## src/scrf_pkg.sv

```systemverilog
// Constants, types and helpers for the serial command front end.
// Assumes one system clock; all link pins are sampled asynchronously.
package scrf_pkg;
	localparam int          SCRF_CMD_W       = 8;
	localparam int          SCRF_RESET_ONES  = 32;
	localparam int          SCRF_RW_BIT      = 6;
	localparam int          SCRF_RS_HI       = 5;
	localparam int          SCRF_RS_LO       = 3;
	localparam int          SCRF_CONTINUOUS_READOUT_BIT_BIT   = 2;
	localparam int          SCRF_CMD_TAIL    = 7;
	localparam int          SCRF_MON_BITS    = 8;
	localparam logic [7:0]  SCRF_CMD_RESET   = 8'h00;
	localparam logic [7:0]  SCRF_CONTINUOUS_READOUT_BIT_ENTER = 8'h5C;
	localparam logic [7:0]  SCRF_CONTINUOUS_READOUT_BIT_EXIT  = 8'h58;
	localparam logic [2:0]  SCRF_RS_COMM     = 3'h0;
	localparam logic [2:0]  SCRF_RS_MODE     = 3'h1;
	localparam logic [2:0]  SCRF_RS_CONF     = 3'h2;
	localparam logic [2:0]  SCRF_RS_DATA     = 3'h3;
	localparam logic [2:0]  SCRF_RS_ID       = 3'h4;
	localparam logic [2:0]  SCRF_RS_IO       = 3'h5;
	localparam logic [2:0]  SCRF_RS_OFFS     = 3'h6;
	localparam logic [2:0]  SCRF_RS_FS       = 3'h7;
	localparam int          SCRF_LEN_BYTE    = 8;
	localparam int          SCRF_LEN_WORD    = 16;

	typedef enum logic [2:0] {ST_IDLE, ST_CMD, ST_WRITE, ST_LOAD, ST_READ, ST_CONTINUOUS_READOUT_BIT} scrf_state_t;

	// Transfer length in bits for each register select
	function automatic int scrf_len(input logic [2:0] rs, input int wide_w);
		case (rs)
			SCRF_RS_MODE, SCRF_RS_CONF:             scrf_len = SCRF_LEN_WORD;
			SCRF_RS_DATA, SCRF_RS_OFFS, SCRF_RS_FS: scrf_len = wide_w;
			default:                                scrf_len = SCRF_LEN_BYTE;
		endcase
	endfunction
endpackage

```

## src/scrf_front_end.sv

```systemverilog
// Serial command front end: gate bit, command byte, one register transfer.
// Assumes sclk/din/cs_n come from a host; the register core answers a read
// request with read_data_in on the next clock and drives data_ready_n_in.
`timescale 1ns/1ps
module scrf_front_end
	import scrf_pkg::*;
#(
	parameter int DATA_W = 24
)
(
	input  wire logic              clk_in,
	input  wire logic              reset_in,
	input  wire logic              sclk_in,
	input  wire logic              din_in,
	input  wire logic              cs_n_in,
	input  wire logic              data_ready_n_in,
	input  wire logic [DATA_W-1:0] read_data_in,
	output logic                   dout_out,
	output logic [2:0]             reg_addr_out,
	output logic                   reg_wr_out,
	output logic                   reg_rd_out,
	output logic [DATA_W-1:0]      reg_wdata_out,
	output logic                   part_reset_out,
	output logic                   continuous_readout_bit_active_out
);
	initial
	begin
		if (DATA_W < SCRF_LEN_WORD || DATA_W > 31)
			$error("DATA_W must lie between 16 and 31");
	end
	////////////////////////////////////////////////////////////////////////
	// Pin synchronisers and edge finding
	logic              sclk_s1_q, sclk_s2_q, sclk_s3_q;
	logic              din_s1_q, din_s2_q;
	logic              cs_s1_q, cs_s2_q;
	logic              rdy_n_last_q;
	logic              rise, fall, active, bit_in, ones_full;
	always_ff @(posedge clk_in or posedge reset_in)
	begin
		if (reset_in)
		begin
			sclk_s1_q <= 1'b1;
			sclk_s2_q <= 1'b1;
			sclk_s3_q <= 1'b1;
			din_s1_q  <= 1'b0;
			din_s2_q  <= 1'b0;
			cs_s1_q   <= 1'b1;
			cs_s2_q   <= 1'b1;
			rdy_n_last_q <= 1'b1;
		end
		else
		begin
			sclk_s1_q <= sclk_in;
			sclk_s2_q <= sclk_s1_q;
			sclk_s3_q <= sclk_s2_q;
			din_s1_q  <= din_in;
			din_s2_q  <= din_s1_q;
			cs_s1_q   <= cs_n_in;
			cs_s2_q   <= cs_s1_q;
			rdy_n_last_q <= data_ready_n_in;
		end
	end
	assign active = !cs_s2_q;
	assign rise   = active && sclk_s2_q && !sclk_s3_q;
	assign fall   = active && !sclk_s2_q && sclk_s3_q;
	assign bit_in = din_s2_q;
	////////////////////////////////////////////////////////////////////////
	// Run of ones; the thirty-second high bit resets the part
	logic [5:0] ones_q;
	logic       part_reset_q;
	assign ones_full = (ones_q == 6'(SCRF_RESET_ONES - 1)) && rise && bit_in;
	always_ff @(posedge clk_in or posedge reset_in)
	begin
		if (reset_in)
		begin
			ones_q       <= 6'h00;
			part_reset_q <= 1'b0;
		end
		else
		begin
			part_reset_q <= ones_full;
			if (ones_full)
				ones_q <= 6'h00;
			else if (rise)
				ones_q <= bit_in ? ones_q + 6'h01 : 6'h00;
		end
	end
	////////////////////////////////////////////////////////////////////////
	// Command interpreter
	scrf_state_t       state_q;
	logic [7:0]        cmd_q;
	logic [6:0]        tail_q;
	logic [4:0]        left_q;
	logic [DATA_W-1:0] sh_q;
	logic [7:0]        mon_q;
	logic [3:0]        mon_cnt_q;
	logic              continuous_readout_bit_q, wr_q, rd_q, dout_q;
	logic [2:0]        addr_q;
	logic [DATA_W-1:0] wdata_q;
	logic [7:0]        cmd_full;
	logic [7:0]        mon_full;
	logic [2:0]        cmd_rs;
	assign cmd_full = {1'b0, tail_q[5:0], bit_in};
	assign cmd_rs   = cmd_full[SCRF_RS_HI:SCRF_RS_LO];
	assign mon_full = {mon_q[6:0], bit_in};
	// Read data is left aligned so the top bit of any size goes out first
	always_ff @(posedge clk_in or posedge reset_in)
	begin
		if (reset_in)
		begin
			state_q   <= ST_IDLE;
			cmd_q     <= SCRF_CMD_RESET;
			tail_q    <= 7'h00;
			left_q    <= 5'h00;
			sh_q      <= '0;
			mon_q     <= 8'h00;
			mon_cnt_q <= 4'h0;
			continuous_readout_bit_q   <= 1'b0;
			wr_q      <= 1'b0;
			rd_q      <= 1'b0;
			addr_q    <= SCRF_RS_COMM;
			wdata_q   <= '0;
		end
		else if (ones_full)
		begin
			state_q   <= ST_IDLE;
			cmd_q     <= SCRF_CMD_RESET;
			continuous_readout_bit_q   <= 1'b0;
			mon_cnt_q <= 4'h0;
			wr_q      <= 1'b0;
			rd_q      <= 1'b0;
		end
		else
		begin
			wr_q <= 1'b0;
			rd_q <= 1'b0;
			case (state_q)
				ST_IDLE:
				begin
					if (rise && !bit_in)
					begin
						state_q <= ST_CMD;
						left_q  <= 5'(SCRF_CMD_TAIL);
						tail_q  <= 7'h00;
						sh_q    <= '0;
					end
				end
				ST_CMD:
				begin
					if (rise)
					begin
						tail_q <= {tail_q[5:0], bit_in};
						left_q <= left_q - 5'h01;
						if (left_q == 5'h01)
						begin
							cmd_q  <= cmd_full;
							addr_q <= cmd_rs;
							left_q <= 5'(scrf_len(cmd_rs, DATA_W));
							if (cmd_full == SCRF_CONTINUOUS_READOUT_BIT_ENTER)
							begin
								continuous_readout_bit_q   <= 1'b1;
								mon_cnt_q <= 4'h0;
								state_q   <= ST_CONTINUOUS_READOUT_BIT;
							end
							else if (cmd_full[SCRF_RW_BIT])
							begin
								rd_q    <= 1'b1;
								state_q <= ST_LOAD;
							end
							else if (cmd_rs == SCRF_RS_COMM)
								state_q <= ST_IDLE;
							else
								state_q <= ST_WRITE;
						end
					end
				end
				ST_WRITE:
				begin
					if (rise)
					begin
						sh_q   <= {sh_q[DATA_W-2:0], bit_in};
						left_q <= left_q - 5'h01;
						if (left_q == 5'h01)
						begin
							wr_q    <= 1'b1;
							wdata_q <= {sh_q[DATA_W-2:0], bit_in};
							state_q <= ST_IDLE;
						end
					end
				end
				ST_LOAD:
				begin
					sh_q    <= read_data_in << (DATA_W - scrf_len(addr_q, DATA_W));
					state_q <= ST_READ;
				end
				ST_READ:
				begin
					if (fall)
						sh_q <= {sh_q[DATA_W-2:0], 1'b0};
					if (rise)
					begin
						left_q <= left_q - 5'h01;
						if (left_q == 5'h01)
							state_q <= continuous_readout_bit_q ? ST_CONTINUOUS_READOUT_BIT : ST_IDLE;
					end
				end
				ST_CONTINUOUS_READOUT_BIT:
				begin
					if (rdy_n_last_q && !data_ready_n_in)
					begin
						addr_q    <= SCRF_RS_DATA;
						left_q    <= 5'(scrf_len(SCRF_RS_DATA, DATA_W));
						rd_q      <= 1'b1;
						mon_cnt_q <= 4'h0;
						state_q   <= ST_LOAD;
					end
					else if (rise)
					begin
						mon_q     <= mon_full;
						mon_cnt_q <= mon_cnt_q + 4'h1;
						if (mon_cnt_q == 4'(SCRF_MON_BITS - 1))
						begin
							mon_cnt_q <= 4'h0;
							if (mon_full == SCRF_CONTINUOUS_READOUT_BIT_EXIT && !data_ready_n_in)
							begin
								continuous_readout_bit_q <= 1'b0;
								cmd_q   <= mon_full;
								state_q <= ST_IDLE;
							end
						end
					end
				end
				default:
					state_q <= ST_IDLE;
			endcase
		end
	end
	// The output pin moves only on the host's falling edge
	always_ff @(posedge clk_in or posedge reset_in)
	begin
		if (reset_in)
			dout_q <= 1'b1;
		else if (fall && state_q == ST_READ)
			dout_q <= sh_q[DATA_W-1];
	end
	assign dout_out         = dout_q;
	assign reg_addr_out     = addr_q;
	assign reg_wr_out       = wr_q;
	assign reg_rd_out       = rd_q;
	assign reg_wdata_out    = wdata_q;
	assign part_reset_out   = part_reset_q;
	assign continuous_readout_bit_active_out = continuous_readout_bit_q;
endmodule // scrf_front_end

```

## config.mk

```make
export PLATFORM = sky130hd
export DESIGN_NAME = scrf_front_end
export DESIGN_NICKNAME = d
export VERILOG_FILES = /design/src/scrf_pkg.sv /design/src/scrf_front_end.sv
export SDC_FILE = /design/constraint.sdc
export NUM_CORES = 1
export LEC_CHECK = 0
export BUFFER_PORTS_ARGS = -buffer_cell sky130_fd_sc_hd__buf_2
export CAP_MARGIN = 20
export CORE_AREA = 2 2 143 145
export CTS_BUF_LIST = sky130_fd_sc_hd__clkbuf_8
export DETAILED_ROUTE_END_ITERATION = 12
export DIE_AREA = 0 0 145 147
export PLACE_DENSITY = 0.47
export SYNTH_ARGS = -nofsm -noshare
export SYNTH_HDL_FRONTEND = slang
export SYNTH_SLANG_ARGS = --single-unit
```

## constraint.sdc

```tcl
create_clock -name clk_in -period 4.2 [get_ports clk_in]
set_clock_uncertainty 0.2 [all_clocks]
set_input_delay 0.21 -clock clk_in [delete_from_list [all_inputs] [get_ports clk_in]]
set_output_delay 0.21 -clock clk_in [all_outputs]
set_load 0.05 [all_outputs]
```

==> results.py <==
metrics = {
    "status": {
        "outcome": "finished clean",
    },
    "flow_run": {
        "cap_violations": 0,
    },
    "global_route": {
        "grt_pass1_wl_um": 21300,
        "grt_max_degree": 55,
        "grt_pass1_vias": 3835,
        "grt_usage_pct": 12.6,
        "overflow": 0,
        "antenna_found_initial": 0,
    },
    "timing": {
        "rsz0062_at_grt": "no",
        "tns_ns": 0,
        "fin_crit_sh_pct": 76.2,
        "hold_viol": 0,
        "finalSetupViolations": 0,
        "post-route-min-period_ns": 3.20,
        "max_freq_ghz": 0.312,
        "hold_ws_ns": 0.0138,
        "relSlewSlack_pct": 39.0,
        "final_max_slew_viol_count": 0,
        "worst_pin_slew_ns": 0.903,
    },
    "hold_path": {
        "hold_path.class": "in -> reg",
        "min_to": "sh_q[1]",
        "hold_depth": 3,
        "min-delay-start": "read_data_in[1]",
    },
    "synthesis": {
        "synth_edf_count": 0,
        "syn-num-nets": 515,
        "synthSimpleGateAreaFrac_pct": 16.1,
        "synth_mux_area_share_pct": 8.71,
        "synth_fa_ha_area_share_pct": 1.24,
        "postSynthCellCount": 481,
        "async_reset_ff_share_pct": 100,
        "ys_types": 67,
        "synth_warnings": 0,
        "ys.flop_type": "dfrtp_1",
        "yosysSeqAreaShare_pct": 49.3,
        "ys_ff_latch": 95,
        "synth_area_um2": 4840,
        "synthXorXnorAreaFrac_pct": 0.181,
        "synth_top_family_by_area": "compound AO/OA/AOI/OAI gates",
        "synth-compound-area-share_pct": 20.7,
        "syn_avg_cell_area_um2": 10.1,
    },
    "pwr": {
        "power_density_nw_per_um2": 354,
        "total_leakage_power_nw": 2.49,
        "vdd_drop_max_uv": 229,
        "power_w": 0.00201,
    },
    "final_layout": {
        "mostFrequentLayoutCells": "88 x dfrtp_1, 61 x nand2_1, 61 x buf_2, 39 x a21oi_1, 35 x o21ai_0",
        "fin_area_um2": 5690,
        "fin_nets": 576,
        "final_common_cell": "dfrtp_1",
        "diodes": 0,
        "post_route_cells_drive_above_1_share_pct": 24.5,
        "layout.cells.non_filler": 817,
        "area_growth_pct": 17.4,
    },
    "setup_path": {
        "crit_required_ns": 4.25,
        "rr_worst_depth": 6,
        "worstSetupPathType": "reg -> reg",
        "regToRegEndpoint": "sh_q[21]",
        "crit_arrival_ns": 3.25,
        "rrSetupSlack_ns": 1.0,
        "r2r_start": "state_q[2]",
        "start_kind": "flop",
        "cp_max_fo": 26,
        "critPathCaptureType": "flop",
    },
    "place": {
        "dp_cells": 792,
        "dp_hpwl_um": 9220,
        "postPlaceCellArea_um2": 5380,
        "gp_congestion": 0.800,
        "io_buffers": 61,
    },
    "floorplanning": {
        "rows": 52,
        "die-area_um2": 21300,
        "io_pins": 62,
        "initial_utilization_pct": 24.4,
        "die_y_um": 147,
        "core_area_um2": 19800,
        "die_width_um": 145,
    },
    "detailed_routing": {
        "routed_wl_um": 12800,
        "drt-pass1-iter-count": 6,
        "wire_per_inst_um": 15.7,
        "drt_iter0_markers": 293,
        "drcViolationCount": 0,
        "ant_nets": 0,
        "vias": 3906,
        "vias_per_cell": 4.78,
    },
    "cts": {
        "cts_made_buffers": 9,
        "htreeDepth": 3,
        "cts_root_buffer": "clkbuf_8",
        "clock_path_buffers": 2,
        "post_cts_buffers": 0,
        "clock_sinks": 95,
        "cts_resized": 0,
        "cts_hold_buf": 8,
        "clk_pin_slew_ns": 0.10,
        "clock_latency_ns": 0.39,
        "tritoncts": "done",
    },
}
[critical path, cell delays in order, from the launching register on]
cell and delay [ns]:
dfrtp_1 0.90, nor2b_1 0.23, nand2_1 0.35, nand2_1 0.15
o21ai_4 0.57, o21bai_4 0.45, o21ai_0 0.21
[Yosys cell counts (2+ instances only)]
cell / instances / share of area, %
mux2_1: 18 / 4.2
nand2b_1: 7 / 0.90
clkbuf_1: 8 / 0.62
ha_1: 4 / 1.0
nor3b_1: 2 / 0.31
a31o_2: 2 / 0.36
a21o_1: 2 / 0.31
o22a_1: 2 / 0.36
o21a_1: 3 / 0.47
nor3_1: 16 / 1.7
nand3b_1: 2 / 0.31
o211ai_1: 2 / 0.31
o21ai_1: 17 / 1.8
nor2_4: 2 / 0.47
nand2_1: 61 / 4.7
o22ai_1: 4 / 0.52
a2111oi_0: 3 / 0.54
o22ai_2: 2 / 0.52
o21ai_0: 35 / 3.6
nor4b_1: 2 / 0.36
nor2_1: 23 / 1.8
nor2b_1: 7 / 0.90
nor4_1: 2 / 0.26
o221ai_1: 2 / 0.36
a22oi_1: 8 / 1.2
a31oi_1: 2 / 0.26
mux2_2: 15 / 3.5
nand3_1: 14 / 1.4
dfstp_2: 7 / 3.8
buf_6: 5 / 1.2
buf_2: 9 / 0.93
a21oi_1: 40 / 4.1
inv_1: 14 / 1.1
o21ai_2: 10 / 1.8
o31ai_1: 3 / 0.47
dfrtp_1: 88 / 45
mux2i_1: 5 / 1.0
a22o_1: 3 / 0.54
nor3_4: 2 / 0.67
[cells by family (layout without fill, tap and decap cells)]
group,after synthesis,in the layout
simple gates,153,153
compound gates,152,152
buf+inv,37,103
fa+ha+maj,5,5
mux,38,38
xor+xnor,1,1
flops,95,95
[worst max-delay path by stage]
stage / startpoint / end / slack (ns) / depth (start not counted)
after global routing: state_q[2] / sh_q[22] / 0.66 / 6
final: state_q[2] / sh_q[21] / 1.0 / 6
after floorplan: reset_in / bit_in / 1.32 / 1
after detailed placement: state_q[2] / sh_q[21] / 0.96 / 6
after global placement: state_q[2] / sh_q[20] / 1.11 / 6
after CTS: state_q[2] / sh_q[21] / 0.95 / 6
[where the power goes]
part	switching, W	internal (W)	total, W
clock	0.000346	0.000336	0.000682
combinational	0.000212	0.000114	0.000325
sequential	0.0000606	0.000946	0.00101
[stage by stage]
step	utilization [%]	setup WS, ns
after global placement	27.1	1.11
after detailed placement	27.1	0.961
after floorplan	-	1.32
after CTS	28.6	0.950
after global routing	28.7	0.662
final	28.7	0.998
[state kept, by name, summed over array words and instances (netlist names), 3 cells and up]
| signal | cells |
|---|---|
| reg_wdata_out | 24 |
| mon_cnt_q | 4 |
| state_q | 3 |
| reg_addr_out | 3 |
| mon_q | 7 |
| sh_q | 24 |
| tail_q | 6 |
| left_q | 5 |
| ones_q | 6 |
[cell type report]
type | instances | area (µm²)
Fill cell | 2090 | 14200
Sequential cell | 95 | 2390
Multi-Input combinational cell | 349 | 2270
Timing Repair Buffer | 73 | 415
Tap cell | 270 | 338
Clock buffer | 9 | 124
Clock inverter | 7 | 96.3
Inverter | 14 | 55.1
[per-layer routing]
layer,GRT usage [%],share of wire (%),up-vias
li1,-,-,1859
met1,17.4,48,1921
met5,0,0,-
met4,3.66,1.5,0
met3,3.14,4.6,17
met2,19.5,46,109
Power figures use the tool's default switching activity.
